==> src/hw/awf_pkg.sv <==
// package for the add-w-to-file execution block: constants, types, functional notes
// Functional notes
// - sum is working reg plus file reg; update N, OV, C, DC, Z flags
// - destination bit clear writes working reg, set writes file reg back
// - access bit clear resolves address inside fixed access bank
// - access bit set joins bank select register with eight-bit address
// - extended set, access clear, address at most 5fh: indexed literal offset mode
// - one word, one cycle of four quarters: decode, read, process, write
package awf_pkg;
  localparam logic [5:0] awf_opcode = 6'h09;  // upper six bits 0010_01
  localparam int awf_op_hi = 15;
  localparam int awf_op_lo = 10;
  localparam int awf_dest_bit = 9;
  localparam int awf_acc_bit = 8;
  localparam logic [7:0] awf_idx_limit = 8'h5f;
  localparam logic [7:0] awf_acc_split = 8'h60;  // access bank low half limit
  localparam logic [3:0] awf_acc_hi_bank = 4'hf;
  localparam logic [7:0] awf_w_reset = 8'h00;
  localparam int awf_flag_n = 4;
  localparam int awf_flag_ov = 3;
  localparam int awf_flag_z = 2;
  localparam int awf_flag_dc = 1;
  localparam int awf_flag_c = 0;

  typedef enum logic [1:0] {awf_q1, awf_q2, awf_q3, awf_q4} awf_phase_type;

  // request to data memory
  typedef struct packed {
    logic [11:0] addr;
    logic rd;
    logic wr;
    logic [7:0] wdata;
    logic indexed;
  } awf_mem_type;

  typedef struct packed {
    logic [1:0] rst_sync;
    awf_phase_type phase;
    logic active;
    logic dest;
    logic [7:0] w;
    logic [7:0] opnd;
    logic [7:0] sum;
    logic [4:0] flags;
    logic done;
    awf_mem_type mem;
  } awf_state_type;
endpackage : awf_pkg

==> src/hw/awf_exec.sv <==
// add-w-to-file execution unit, four quarter phases per instruction cycle
`timescale 1ns/100ps
module awf_exec
  import awf_pkg::*;
(
  input wire logic clk,
  input wire logic nrst,
  input wire logic [15:0] instr,
  input wire logic instr_valid,
  input wire logic ext_set_en,
  input wire logic [3:0] bank_select_register,
  input wire logic [11:0] index_base,
  input wire logic [7:0] rdata,
  output awf_pkg::awf_mem_type mem,
  output logic [7:0] w_reg,
  output logic [4:0] status_flags,
  output logic done,
  output awf_pkg::awf_phase_type phase
);
  awf_state_type s;
  awf_state_type next_s;
  logic rst_n;
  logic hit;
  logic [8:0] full;
  logic [4:0] low;
  logic [7:0] faddr;

  assign rst_n = s.rst_sync[1];
  assign faddr = instr[7:0];
  // decode compares only the fixed upper bits
  assign hit = instr_valid && (instr[awf_op_hi:awf_op_lo] == awf_opcode);
  assign full = {1'b0, s.w} + {1'b0, s.opnd};
  assign low = {1'b0, s.w[3:0]} + {1'b0, s.opnd[3:0]};

  // all next-state logic; q1 decodes, q2 reads, q3 adds, q4 writes
  always_comb
  begin
    next_s = s;
    next_s.rst_sync = {s.rst_sync[0], 1'b1};
    next_s.phase = awf_phase_type'(s.phase + 2'd1);
    next_s.done = 1'b0;
    next_s.mem.rd = 1'b0;
    next_s.mem.wr = 1'b0;
    unique case (s.phase)
      awf_q4:
      begin
        // decode sampled at the q1 boundary so the cycle is exactly four quarters
        next_s.active = hit;
        if (hit)
        begin
          next_s.dest = instr[awf_dest_bit];
          next_s.mem.indexed = 1'b0;
          if (instr[awf_acc_bit])
            next_s.mem.addr = {bank_select_register, faddr};
          else if (ext_set_en && faddr <= awf_idx_limit)
          begin
            next_s.mem.addr = index_base + {4'h0, faddr};
            next_s.mem.indexed = 1'b1;
          end
          else if (faddr < awf_acc_split)
            next_s.mem.addr = {4'h0, faddr};
          else
            next_s.mem.addr = {awf_acc_hi_bank, faddr};
        end
      end
      awf_q1:
        next_s.mem.rd = s.active;
      awf_q2:
        if (s.active)
          next_s.opnd = rdata;
      awf_q3:
        if (s.active)
        begin
          next_s.sum = full[7:0];
          next_s.flags[awf_flag_c] = full[8];
          next_s.flags[awf_flag_dc] = low[4];
          next_s.flags[awf_flag_z] = (full[7:0] == 8'h00);
          next_s.flags[awf_flag_n] = full[7];
          next_s.flags[awf_flag_ov] = (s.w[7] == s.opnd[7]) && (full[7] != s.w[7]);
          // destination write is issued as the q4 request
          next_s.mem.wr = s.dest;
          next_s.mem.wdata = full[7:0];
        end
    endcase
    if (s.phase == awf_q4 && s.active)
    begin
      next_s.done = 1'b1;
      if (!s.dest)
        next_s.w = s.sum;
    end
  end

  // single state register; raw reset clears all, release waits for the second sync flop
  always_ff @(posedge clk or negedge nrst)
  begin
    if (!nrst)
    begin
      s <= '0;
      s.w <= awf_w_reset;
    end
    else if (!rst_n)
    begin
      // core held quiet while the release ripples through, so no half-reset state
      s <= '0;
      s.w <= awf_w_reset;
      s.rst_sync <= next_s.rst_sync;
    end
    else
      s <= next_s;
  end

  assign mem = s.mem;
  assign w_reg = s.w;
  assign status_flags = s.flags;
  assign done = s.done;
  assign phase = s.phase;
endmodule : awf_exec

==> config.mk <==
export PLATFORM = sky130hd
export DESIGN_NAME = awf_exec
export DESIGN_NICKNAME = d
export VERILOG_FILES = /design/src/hw/awf_pkg.sv /design/src/hw/awf_exec.sv
export SDC_FILE = /design/constraint.sdc
export NUM_CORES = 1
export LEC_CHECK = 0
export BUFFER_PORTS_ARGS = -buffer_cell sky130_fd_sc_hd__buf_2
export CAP_MARGIN = 10
export CORE_ASPECT_RATIO = 0.9
export CORE_UTILIZATION = 50
export CTS_BUF_LIST = sky130_fd_sc_hd__clkbuf_8
export DETAILED_ROUTE_END_ITERATION = 10
export PLACE_DENSITY_LB_ADDON = 0.2
export SLEW_MARGIN = 20
export SYNTH_ARGS = -nofsm -noshare
export SYNTH_HDL_FRONTEND = slang
export SYNTH_SLANG_ARGS = --single-unit
==> constraint.sdc <==
create_clock -name clk -period 2.1 [get_ports clk]
set_clock_uncertainty 0.2 [all_clocks]
set_input_delay 0.315 -clock clk [delete_from_list [all_inputs] [get_ports clk]]
set_output_delay 0.315 -clock clk [all_outputs]
set_load 0.03 [all_outputs]
# Yosys cells after proc, flatten, opt, wreduce, memory -nomap -nowiden
# Index checks and enable logic that the tools add are counted.
# Widths: inputs -> output; s select.
[op_classes]
mux = 22
eq_ne = 13
reduce_logical = 10
order_cmp = 2
n_addsub = 4
[ops]
columns = ["operator", "n"]
rows = [
  ["$mux 12", 5],
  ["$mux 57", 1],
  ["$mux 8", 4],
  ["$mux 13", 2],
  ["$mux 9", 2],
  ["$add 12x8->12", 1],
  ["$ne 2x1->1 const B", 5],
  ["$add 8x8->9", 1],
  ["$le 8x7->1 const B", 1],
  ["$logic_not 8->1", 1],
  ["$lt 8x7->1 const B", 1],
  ["$reduce_and 2->1", 4],
  ["$mux 1", 7],
  ["$eq 6x4->1 const B", 1],
  ["$add 4x4->5", 1],
  ["$eq 2x2->1 const B", 2],
  ["$logic_and 1x1->1", 4],
  ["$ne 2x2->1 const B", 2],
  ["$add 2x1->2 const B", 1],
  ["$eq 2x1->1 const B", 1],
  ["$logic_not 2->1", 1],
  ["$mux 2", 1],
  ["$eq 1x1->1", 1],
  ["$ne 1x1->1", 1],
]
[totals]
word_cells = 65
in_bits = 44
out_inout_bits = 39
ff_bits = 59

# Logic depth before layout (Yosys ltp)
# Gate-level depths: netlist of the first run.
[logic_depth]
ltp_word = 7
ltp_mapped = 8

# Least setup slack after synthesis of the first run
# No wires, ideal clock.
[synth_path]
path_kind = "reg-to-reg"
startpoint = "register s (netlist bit w_reg[0])"
endpoint = "register s (netlist bit status_flags[2])"
arrival_time_ns = 1.870
synth_period_minus_slack_ns = 2.192
stages_incl_launch_ff = 8
setup_time_ns = 0.122
t_required_ns = 1.778
path_slack_ns = -0.092
n_path_buf = 0
cell_sequence = "dfrtp_1 > ha_1 > fa_1 > a211oi_1 > o21bai_1 > a21oi_1 > xor2_1 > a32o_1"
[synth_between]
elab_chain_len = 5
[synth_rtl]
columns = ["element", "line_no", "source"]
rows = [
  ["start: declaration", "awf_exec.sv:20", "awf_state_type s;"],
  ["start signal: assignment", "awf_exec.sv:109", "s <= next_s;"],
  ["$add 8x8->9", "awf_exec.sv:32", "assign full = {1'b0, s.w} + {1'b0, s.opnd};"],
  ["$logic_not 8->1", "awf_exec.sv:77", "next_s.flags[awf_flag_z] = (full[7:0] == 8'h00);"],
  ["$mux 13", "awf_exec.sv:72", "if (s.active)"],
  ["$mux 13", "awf_exec.sv:44", "unique case (s.phase)"],
  ["$mux 57", "awf_exec.sv:101", "else if (!rst_n)"],
]
# No other way between the ends. The select of a mux whose other input is x is not followed.
# A chain may end at the register's enable or synchronous reset.

# Final worst setup path of the first run
[layout_path]
startpoint = "register s[37] (netlist name)"
endpoint = "register s (netlist bit status_flags[3])"
[layout_between]
elab_chain_len = 6
[layout_rtl]
columns = ["element", "line_no", "source"]
rows = [
  ["$add 8x8->9", "awf_exec.sv:32", ""],
  ["$ne 1x1->1", "awf_exec.sv:79", "next_s.flags[awf_flag_ov] = (s.w[7] == s.opnd[7]) && (full[7] != s.w[7]);"],
  ["$logic_and 1x1->1", "awf_exec.sv:79", ""],
  ["$mux 13", "awf_exec.sv:72", ""],
  ["$mux 13", "awf_exec.sv:44", ""],
  ["$mux 57", "awf_exec.sv:101", ""],
]
# No other way between the ends. The select of a mux whose other input is x is not followed.

==> metrics.md, run 1 <==
| Metric | Value |
|---|---|
| Remaining antenna violation count | 0 |
| Most common cell after layout, fill and taps aside | buf_2 |
| Max Clock Freq | 0.460 GHz |
| Peak VDD IR | 0.346 mV |
| Final net count | 522 |
| Seq cells post-synth | 58 |
| Post-Route WL | 8240 um |
| Crit Path Class | register to register |
| Synth Area per Inst | 9.46 um^2 |
| Skew-Pair Late Insertion Delay | 0.33 ns |
| Fin Hold WS | 0.0315 ns |
| Failing checks | negative setup slack |
| RSZ-0062 raised after global routing | true |
| # DRC | 0 |
| Reg clk slew, reported paths | 0.07 ns |
| Layout cells sized above 1 | 0.351 |
| Tcrit/Tclk final | 1.04 |
| Slew Limit Headroom | 0.652 |
| Main flop type after synthesis | dfrtp_1 |
| Avg WL per Cell | 15.0 um |
| Total gr overflow | 0 |
| CTS root buf | clkbuf_8 |
| Max-Cap Viols | 0 |
| Synth cell types | 51 |
| Area growth from synthesis to layout | 23.1% |
| Reg2reg end | status_flags[3]$_DFFE_PN0P_ |
| Async S/R FF share, synth | 1.00 |
| Drt pass-1 iters | 4 |
| I/O pin total | 83 |
| CP endpoint | status_flags[3]$_DFFE_PN0P_ |
| Max FFs per register | 23 |
| Synth Net Count | 435 |
| PortBufs | 82 |
| R2r startpoint | s[37]$_DFFE_PN0P_ |
| Initial cell density of the core | 0.524 |
| Crit start category | register |
| Die Y | 81.3 um |
| Tmin final | 2.18 ns |
| Initial antenna violation count | 0 |
| Worst setup margin | -0.0753 ns |
| Final Slew Violations | 0 |
| GRT Overall Usage | 0.240 |
| CTS Buf Count | 9 |
| Register area share after synthesis | 0.416 |
| R2R cell count | 8 |
| Clock Path Buffers | 2 |
| Setup violations, final | 5 |
| Critical Path End Type | register |
| Outcome | complete, but fails checks |
| Dpl hpwl | 6150 um |
| Vias | 2949 |
| Commonest non-fill, non-tap cells in the layout | buf_2, dfrtp_1, nand2_1 |
| Fill cells | 574 |
| R2R Setup Slk | -0.08 ns |
| Tightest Hold Check Type | input pin to register |
| Vias per inst | 5.35 |
| Ant diodes | 0 |
| RD Place Congestion | 0.881 |
| Power Dens Cells | 528 mW/mm^2 |
| Vias in the first global route | 2794 |
| Synth Instances | 369 |
| DP Cell Count | 532 |
| Die area | 0.00732 mm^2 |
| Crit path from | s[37]$_DFFE_PN0P_ |
| CTS tree | built |
| Mapped cell area | 0.00349 mm^2 |
| Post-synth EDFFs | 0 |
| Hold Vio Cnt, Final | 0 |
| Cell Rows | 28 |
| YS warnings | 0 |
| Finished Layout Cells | 551 |
| DRT iter0 DRCs | 151 |
| Die width | 90.1 um |
| Pin count of the biggest net entering global routing | 59 |
| Worst-Margin Slew | 0.515 ns |
| Static Leak | 2.30 nW |
| Core ar. | 0.00666 mm^2 |
| CP arrival | 2.20 ns |
| Largest fanout on the critical path | 3 |
| First-pass GRT wire length | 13600 um |
| Max H-tree Level | 3 |
| Clock sinks | 58 |
| Critical Path RT | 2.12 ns |
==> logic make-up (layout without fill, tap and decap cells) <==
group                    count (synthesis)  count (layout)  share of synthesized area
multiplexers                            11              11                     0.0319
AND/OR/NAND/NOR                        122             122                      0.170
XOR/XNOR                                 7               7                     0.0176
other                                    1               1                    0.00107
flip-flops                              58              58                      0.416
AO/OA/AOI/OAI                           87              87                      0.173
buffers and inverters                   61             153                      0.107
adder cells (fa/ha/maj)                 22              22                     0.0832
==> cells in the mapped netlist (5+ instances only) <==
cell type | count | share of area
nor2_1 | 23 | 0.025
nand2_1 | 45 | 0.048
a211oi_1 | 5 | 0.011
inv_1 | 9 | 0.0097
a21o_1 | 6 | 0.013
mux2i_1 | 10 | 0.029
a21oi_1 | 24 | 0.034
xnor2_1 | 5 | 0.013
nor2b_1 | 8 | 0.014
nand3_1 | 13 | 0.019
and2_1 | 5 | 0.0090
a22o_1 | 7 | 0.018
ha_1 | 20 | 0.072
nor3_1 | 8 | 0.011
buf_4 | 38 | 0.082
clkbuf_1 | 11 | 0.012
dfrtp_1 | 58 | 0.42
o21ai_0 | 13 | 0.019
==> critical path: stages, from the launching register on <==
cell and delay [ns]:
dfrtp_1 0.38, ha_2 0.20, buf_4 0.15, a211oi_4 0.30
o211ai_1 0.14, a31oi_2 0.20, buf_4 0.18, xnor2_1 0.06
a32o_1 0.25
==> where the power goes <==
part / internal (W) / switching (W)
Clock: 0.000441 / 0.000429
Sequential: 0.00112 / 0.00000589
Combinational: 0.000116 / 0.000155
==> how the worst min path moves through the flow <==
| stage | start | end | slack, ns | cells after the start |
|---|---|---|---|---|
| after detailed placement | nrst | mem[22]$_DFFE_PN0P_ | 0.15 | 2 |
| after floorplan | nrst | done$_DFF_PN0_ | -0.18 | 0 |
| after global placement | next_s[58]$_DFF_PN0_ | rst_n$_DFF_PN0_ | 0.13 | 0 |
| after global routing | rdata[3] | s[40]$_DFFE_PN0P_ | 0.03 | 3 |
| final | rdata[4] | s[41]$_DFFE_PN0P_ | 0.03 | 3 |
| after CTS | instr[9] | s[53]$_DFFE_PN0P_ | 0.02 | 3 |
==> layout make-up <==
type | count | area, um^2 | area share
clock buffers | 10 | 138 | 0.0320
clock inverters | 6 | 26.3 | 0.00611
inverters | 10 | 37.5 | 0.00873
multi-input cells | 250 | 1770 | 0.412
flip-flops and latches | 58 | 1450 | 0.338
well taps | 90 | 113 | 0.0262
repair buffers | 127 | 763 | 0.178
==> timing repair <==
| item | in CTS | in global routing |
|---|---|---|
| setup buffers | 1 | 1 |
| hold buffers | 1 | 0 |
| setup endpoints to repair | 7 | 13 |
| resized for setup | 8 | 9 |
| pin swaps | 12 | 5 |
| cloned | 0 | 0 |
| endpoints found under the hold margin | 58 | 0 |
==> through the flow <==
stage / area (um^2) / total power (W) / utilization / setup TNS (ns) / setup slack (ns)
after floorplan: 3510 / 0.00129 / - / 0 / 0.00470
after global placement: 4020 / 0.00141 / 0.605 / -1.26 / -0.175
after detailed placement: 4020 / 0.00142 / 0.605 / -1.96 / -0.275
after CTS: 4260 / 0.00228 / 0.640 / -0.360 / -0.109
after global routing: 4300 / 0.00238 / 0.646 / -1.09 / -0.225
final: 4300 / 0.00227 / 0.646 / -0.285 / -0.0753
==> routing by layer <==
metal | track usage | wire length [um] | vias up
met2 | 0.378 | 3630 | 78
met4 | 0.0435 | 44 | 0
met1 | 0.339 | 4220 | 1411
met3 | 0.0618 | 343 | 5
met5 | 0 | 0 | -
li1 | - | - | 1455
No activity file was read; power rests on OpenSTA's default activity.
==> run 2: changes to the inputs <==
--- a/config.mk
+++ b/config.mk
@@ -12,6 +12,7 @@
 export CTS_BUF_LIST = sky130_fd_sc_hd__clkbuf_8
 export DETAILED_ROUTE_END_ITERATION = 10
 export PLACE_DENSITY_LB_ADDON = 0.2
+export SETUP_SLACK_MARGIN = 0.05
 export SLEW_MARGIN = 20
 export SYNTH_ARGS = -nofsm -noshare
 export SYNTH_HDL_FRONTEND = slang
==> run 2 against run 1 <==
The flow still finishes with violations (negative setup slack). Critical path type unchanged. Final area down 1.1%. Clock-buffer cell count up 1. Maximum frequency down 3.0%. Highest routed layer unchanged. Global-route usage down 0.60 points. Register-to-register slack worse by 0.07 ns.
==> metrics.md, run 2 (synthesized netlist as in run 1, its figures left out) <==
| Metric | Value |
|---|---|
| Clock sinks | 58 (unchanged) |
| Met2 WL | 3570 um (was 3630 um) |
| Vias | 2904 (was 2949) |
| Drt pass-1 iters | 4 (unchanged) |
| Tcrit/Tclk final | 1.07 (was 1.04) |
| Total gr overflow | 0 (unchanged) |
| Core ar. | 0.00666 mm^2 (unchanged) |
| Sw power | 0.000583 W (was 0.000590 W) |
| Hold Vio Cnt, Final | 0 (unchanged) |
| R2r startpoint | w_reg[0]$_DFFE_PN0P_ (was s[37]$_DFFE_PN0P_) |
| Max Clock Freq | 0.446 GHz (was 0.460 GHz) |
| Met3 Wirelength | 421 um (was 343 um) |
| Max FFs per register | 23 (unchanged) |
| Dpl hpwl | 6090 um (was 6150 um) |
| Max-Cap Viols | 0 (unchanged) |
| Cell Rows | 28 (unchanged) |
| Layout cells sized above 1 | 0.343 (was 0.351) |
| Initial cell density of the core | 0.524 (unchanged) |
| Combinational fraction of design power | 0.121 (was 0.120) |
| Final Slew Violations | 0 (unchanged) |
| Area growth from synthesis to layout | 21.8% (was 23.1%) |
| Post-Route WL | 8150 um (was 8240 um) |
| Tightest Hold Check Type | input pin to register (unchanged) |
| Crit Path Class | register to register (unchanged) |
| CTS tree | built (unchanged) |
| Die area | 0.00732 mm^2 (unchanged) |
| Clock Path Buffers | 2 (unchanged) |
| Pin count of the biggest net entering global routing | 59 (unchanged) |
| Min-delay src | instr[9] (was rdata[4]) |
| I/O pin total | 83 (unchanged) |
| Tmin final | 2.24 ns (was 2.18 ns) |
| Top Metal Used | met4 (unchanged) |
| Outcome | complete, but fails checks (unchanged) |
| # DRC | 0 (unchanged) |
| Die width | 90.1 um (unchanged) |
| Largest fanout on the critical path | 3 (unchanged) |
| WL met1 | 4030 um (was 4220 um) |
| Peak VDD IR | 0.422 mV (was 0.346 mV) |
| Final net count | 514 (was 522) |
| Critical Path RT | 2.12 ns (about the same) |
| CP arrival | 2.27 ns (was 2.20 ns) |
| PortBufs | 82 (unchanged) |
| Initial antenna violation count | 0 (unchanged) |
| RSZ-0062 raised after global routing | true (unchanged) |
| RD Place Congestion | 0.892 (was 0.881) |
| Ant diodes | 0 (unchanged) |
| Crit start category | register (unchanged) |
| Net Sw Frac | 0.253 (was 0.260) |
| Skew-Pair Late Insertion Delay | 0.34 ns (was 0.33 ns) |
| Fill cells | 602 (was 574) |
| GRT Overall Usage | 0.234 (was 0.240) |
| Pint | 0.00172 W (was 0.00168 W) |
| Crit path from | w_reg[0]$_DFFE_PN0P_ (was s[37]$_DFFE_PN0P_) |
| CTS root buf | clkbuf_8 (unchanged) |
| Max H-tree Level | 3 (unchanged) |
| Critical Path End Type | register (unchanged) |
| CTS Buf Count | 9 (unchanged) |
| DRT iter0 DRCs | 153 (was 151) |
| Vias in the first global route | 2768 (was 2794) |
| Setup_tns | -0.422 ns (was -0.285 ns) |
| Setup violations, final | 7 (was 5) |
| Power Dens Cells | 542 mW/mm^2 (was 528 mW/mm^2) |
| First-pass GRT wire length | 13300 um (was 13600 um) |
| Commonest non-fill, non-tap cells in the layout | buf_2, dfrtp_1, nand2_1 (unchanged) |
| Most common cell after layout, fill and taps aside | buf_2 (unchanged) |
| Failing checks | negative setup slack (unchanged) |
| Static Leak | 2.23 nW (was 2.30 nW) |
| Post-Place Worst Slack | -0.185 ns (was -0.275 ns) |
| Reg clk slew, reported paths | 0.06 ns (was 0.07 ns) |
| Avg WL per Cell | 15.0 um (about the same) |
| Clock power share | 0.389 (was 0.383) |
| Vias per inst | 5.36 (was 5.35) |
| Die Y | 81.3 um (unchanged) |
| Sequential share of power | 0.490 (was 0.497) |
| Remaining antenna violation count | 0 (unchanged) |
| Worst setup margin | -0.142 ns (was -0.0753 ns) |
run 2: changes by cell type in the layout (fill, tap and decap cells not counted), sizes merged:
cell    previous run  this run
clkbuf            10        11
buf              126       118
inv               12        10
run 2: final timing paths:
kind | depth (start not counted) | end | slack, ns
max in group asynchronous | 3 | s[38]$_DFFE_PN0P_ | 1.11
min | 3 | s[53]$_DFFE_PN0P_ | 0.03
min in group asynchronous | 3 | mem[20]$_DFFE_PN0P_ | 0.32
min reg2reg | 0 | rst_n$_DFF_PN0_ | 0.16
max reg2reg | 8 | status_flags[2]$_DFFE_PN0P_ | -0.14
max | 8 | status_flags[2]$_DFFE_PN0P_ | -0.14
run 2: area by class of cell:
class / instances / area (um^2) / share of cell area
repair buffers: 119 / 707 / 0.166
well taps: 90 / 113 / 0.0265
multi-input cells: 250 / 1770 / 0.416
inverters: 10 / 37.5 / 0.00883
flip-flops and latches: 58 / 1450 / 0.342
clock buffers: 11 / 151 / 0.0356
clock inverters: 4 / 18.8 / 0.00442
run 2: timing repair:
item	CTS	global route
buffers inserted	0	2
hold buffers	1	0
pin swaps	2	8
gates resized for setup	5	8
setup endpoints to repair	9	13
hold endpoints to repair	58	0
run 2: worst max-delay path: stages (launching register included):
cell and delay, ns:
dfrtp_1 0.39, ha_2 0.20, buf_4 0.13, buf_6 0.11
a211oi_4 0.26, nor2_1 0.10, o311ai_2 0.38, nor4_1 0.08
a32o_1 0.26
run 2: metal layers:
metal  GRT usage  vias up
li1            -     1430
met1       0.323     1387
met2       0.368       73
met3      0.0515       14
met4      0.0790        0
met5           0        -
run 2: power groups by stage:
stage	Clock (W)	Combinational, W	Sequential, W
2_1_floorplan	0	0.000140	0.00115
3_3_place_gp	0	0.000270	0.00115
3_5_place_dp	0	0.000278	0.00115
4_1_cts	0.000913	0.000281	0.00113
5_1_grt	0.000968	0.000309	0.00113
6_report	0.000895	0.000279	0.00113
run 2: per-stage QoR:
stage                     area (um^2)  cells  total power, W  hold WS, ns  utilization
after floorplan                  3540    369         0.00129       -0.181            -
after global placement           4000    524         0.00142        0.132        0.600
after detailed placement         4000    524         0.00143        0.145        0.600
after CTS                        4210    540         0.00232       0.0230        0.633
after global routing             4250    542         0.00240       0.0276        0.639
final                            4250    542         0.00230       0.0275        0.639
==> run 3: changes to the inputs <==
--- a/config.mk
+++ b/config.mk
@@ -11,7 +11,7 @@
 export CORE_UTILIZATION = 50
 export CTS_BUF_LIST = sky130_fd_sc_hd__clkbuf_8
 export DETAILED_ROUTE_END_ITERATION = 10
-export PLACE_DENSITY_LB_ADDON = 0.2
+export PLACE_DENSITY_LB_ADDON = 0.12
 export SETUP_SLACK_MARGIN = 0.05
 export SLEW_MARGIN = 20
 export SYNTH_ARGS = -nofsm -noshare
==> run 3 against run 2 <==
The flow still finishes with violations (negative setup slack). Cell count increased by 0.18%. Routed wire length decreased by 0.17%. Global-route usage about the same. Sequential power about the same. Combinational power increased by 1%. Die area unchanged. Utilization decreased by 0.056 points. Clock-buffer cell count decreased by 2. Register-to-register slack about the same. Power decreased by 3.5%. Clock power decreased by 9.3%. Largest power group unchanged. Flip-flop and latch count unchanged.
==> metrics.md, run 3 (synthesized netlist as in run 1, its figures left out) <==
| Metric | Value |
|---|---|
| Worst setup margin | -0.139 ns (was -0.142 ns) |
| R2r startpoint | w_reg[0]$_DFFE_PN0P_ (unchanged) |
| Max-Cap Viols | 0 (unchanged) |
| Commonest non-fill, non-tap cells in the layout | buf_2, dfrtp_1, nand2_1 (unchanged) |
| Hold path cells | 3 (unchanged) |
| Max H-tree Level | 3 (unchanged) |
| Critical Path End Type | register (unchanged) |
| Skew-Pair Late Insertion Delay | 0.33 ns (was 0.34 ns) |
| Crit Path Class | register to register (unchanged) |
| R2R cell count | 7 (was 8) |
| Max Clock Freq | 0.447 GHz (was 0.446 GHz) |
| Crit start category | register (unchanged) |
| Reg clk slew, reported paths | 0.06 ns (about the same) |
| Cell Rows | 28 (unchanged) |
| Reg2reg end | status_flags[2]$_DFFE_PN0P_ (unchanged) |
| Vias per inst | 5.35 (was 5.36) |
| Ant diodes | 0 (unchanged) |
| CTS root buf | clkbuf_8 (unchanged) |
| Final net count | 515 (was 514) |
| Tmin final | 2.24 ns (about the same) |
| Tcrit/Tclk final | 1.07 (about the same) |
| Initial cell density of the core | 0.524 (unchanged) |
| CTS Buf Count | 9 (unchanged) |
| Total gr overflow | 0 (unchanged) |
| Static Leak | 2.25 nW (was 2.23 nW) |
| RD Place Congestion | 0.914 (was 0.892) |
| Dpl hpwl | 6100 um (was 6090 um) |
| I/O pin total | 83 (unchanged) |
| RSZ-0062 raised after global routing | true (unchanged) |
| Critical-path top delay cell | dfrtp_1 (unchanged) |
| Most common cell after layout, fill and taps aside | buf_2 (unchanged) |
| Post-Route WL | 8140 um (was 8150 um) |
| Clock sinks | 58 (unchanged) |
| Final Slew Violations | 0 (unchanged) |
| Slew Limit Headroom | 0.659 |
| CTS tree | built (unchanged) |
| Initial antenna violation count | 0 (unchanged) |
| GRT Overall Usage | 0.234 (about the same) |
| Largest fanout on the critical path | 3 (unchanged) |
| Worst-Margin Slew | 0.511 ns |
| R2R Setup Slk | -0.14 ns (about the same) |
| Vias in the first global route | 2790 (was 2768) |
| Worst Hold Path EP | s[40]$_DFFE_PN0P_ (was s[53]$_DFFE_PN0P_) |
| Critical-path cell list | ha_2, fa_2, a211oi_2, o21bai_1, a21oi_1, xor2_1, a32o_1 (was ha_2, buf_4, buf_6, a211oi_4, nor2_1, o311ai_2, nor4_1, a32o_1) |
| Die width | 90.1 um (unchanged) |
| # DRC | 0 (unchanged) |
| Peak VDD IR | 0.449 mV (was 0.422 mV) |
| Min-delay src | rdata[3] (was instr[9]) |
| Die Y | 81.3 um (unchanged) |
| Max FFs per register | 23 (unchanged) |
| PortBufs | 82 (unchanged) |
| Remaining antenna violation count | 0 (unchanged) |
| Avg WL per Cell | 15.0 um (about the same) |
| Die area | 0.00732 mm^2 (unchanged) |
| Clock Path Buffers | 2 (unchanged) |
| Power Dens Cells | 523 mW/mm^2 (was 542 mW/mm^2) |
| Critical Path RT | 2.17 ns (was 2.12 ns) |
| DP Cell Count | 527 (was 524) |
| Layout cells sized above 1 | 0.349 (was 0.343) |
| Outcome | complete, but fails checks (unchanged) |
| Pin count of the biggest net entering global routing | 26 (was 59) |
| Tightest Hold Check Type | input pin to register (unchanged) |
| Finished Layout Cells | 543 (was 542) |
| Crit-path max cell delay | 0.38 ns (was 0.39 ns) |
| Vias | 2905 (was 2904) |
| DRT iter0 DRCs | 163 (was 153) |
| Hold Vio Cnt, Final | 0 (unchanged) |
| Failing checks | negative setup slack (unchanged) |
| Fin Hold WS | 0.0329 ns (was 0.0275 ns) |
| CP arrival | 2.31 ns (was 2.27 ns) |
| Drt pass-1 iters | 4 (unchanged) |
| Core ar. | 0.00666 mm^2 (unchanged) |
| Setup violations, final | 4 (was 7) |
| First-pass GRT wire length | 13300 um (about the same) |
| Area growth from synthesis to layout | 21.6% (was 21.8%) |
run 3: where the power goes:
part,switching [W],internal (W),total [W]
sequential,0.00000314,0.00112,0.00113
combinational,0.000162,0.000120,0.000283
clock,0.000409,0.000403,0.000812
run 3: layer usage:
metal | part of all wire | wire, um | track usage | up-vias
li1 | - | - | - | 1433
met1 | 0.50 | 4080 | 0.336 | 1386
met2 | 0.44 | 3600 | 0.360 | 81
met3 | 0.053 | 430 | 0.0534 | 5
met4 | 0.0038 | 31 | 0.0565 | 0
met5 | 0 | 0 | 0 | -
run 3: worst max-delay path by stage:
stage                         startpoint                           to  slack (ns)
floorplan           w_reg[0]$_DFFE_PN0P_  status_flags[2]$_DFFE_PN0P_        0.05
global placement                instr[1]          mem[22]$_DFFE_PN0P_       -0.12
detailed placement              instr[1]          mem[22]$_DFFE_PN0P_       -0.18
CTS                 w_reg[0]$_DFFE_PN0P_  status_flags[2]$_DFFE_PN0P_       -0.07
global route        w_reg[0]$_DFFE_PN0P_           mem[7]$_DFFE_PN0P_       -0.26
finish              w_reg[0]$_DFFE_PN0P_  status_flags[2]$_DFFE_PN0P_       -0.14
run 3: through the flow:
| stage | cell area, um^2 | utilization | setup WS, ns | TNS, ns | total power [W] |
|---|---|---|---|---|---|
| after global routing | 4250 | 0.638 | -0.264 | -0.914 | 0.00232 |
| final | 4250 | 0.638 | -0.139 | -0.411 | 0.00222 |
| after global placement | 4010 | 0.602 | -0.119 | -0.477 | 0.00142 |
| after CTS | 4190 | 0.630 | -0.0655 | -0.164 | 0.00224 |
| after floorplan | 3540 | - | 0.0502 | 0 | 0.00129 |
| after detailed placement | 4010 | 0.602 | -0.185 | -0.813 | 0.00143 |
run 3: final cells by class:
cell class | instances | area, um^2
Fill cell | 601 | 2410
Multi-Input combinational cell | 250 | 1790
Sequential cell | 58 | 1450
Timing Repair Buffer | 120 | 698
Clock buffer | 9 | 124
Tap cell | 90 | 113
Inverter | 10 | 37.5
Clock inverter | 6 | 27.5
run 3: repair_timing:
item / 4_1_cts / 5_1_grt
hold endpoints to repair: 21 / 0
pin swaps: 5 / 5
gates resized for setup: 5 / 10
setup endpoints to repair: 9 / 12
hold buffers: 1 / 0
gates cloned: 0 / 0
setup buffers: 0 / 1
run 3: critical path, delay by kind of cell, from the launching register on:
kind,cells,cell delay [ns]
adders and majority gates,2,0.58
xor gates and xnor gates,1,0.24
AOI/OAI and AO/OA,4,0.78
DFF,1,0.38
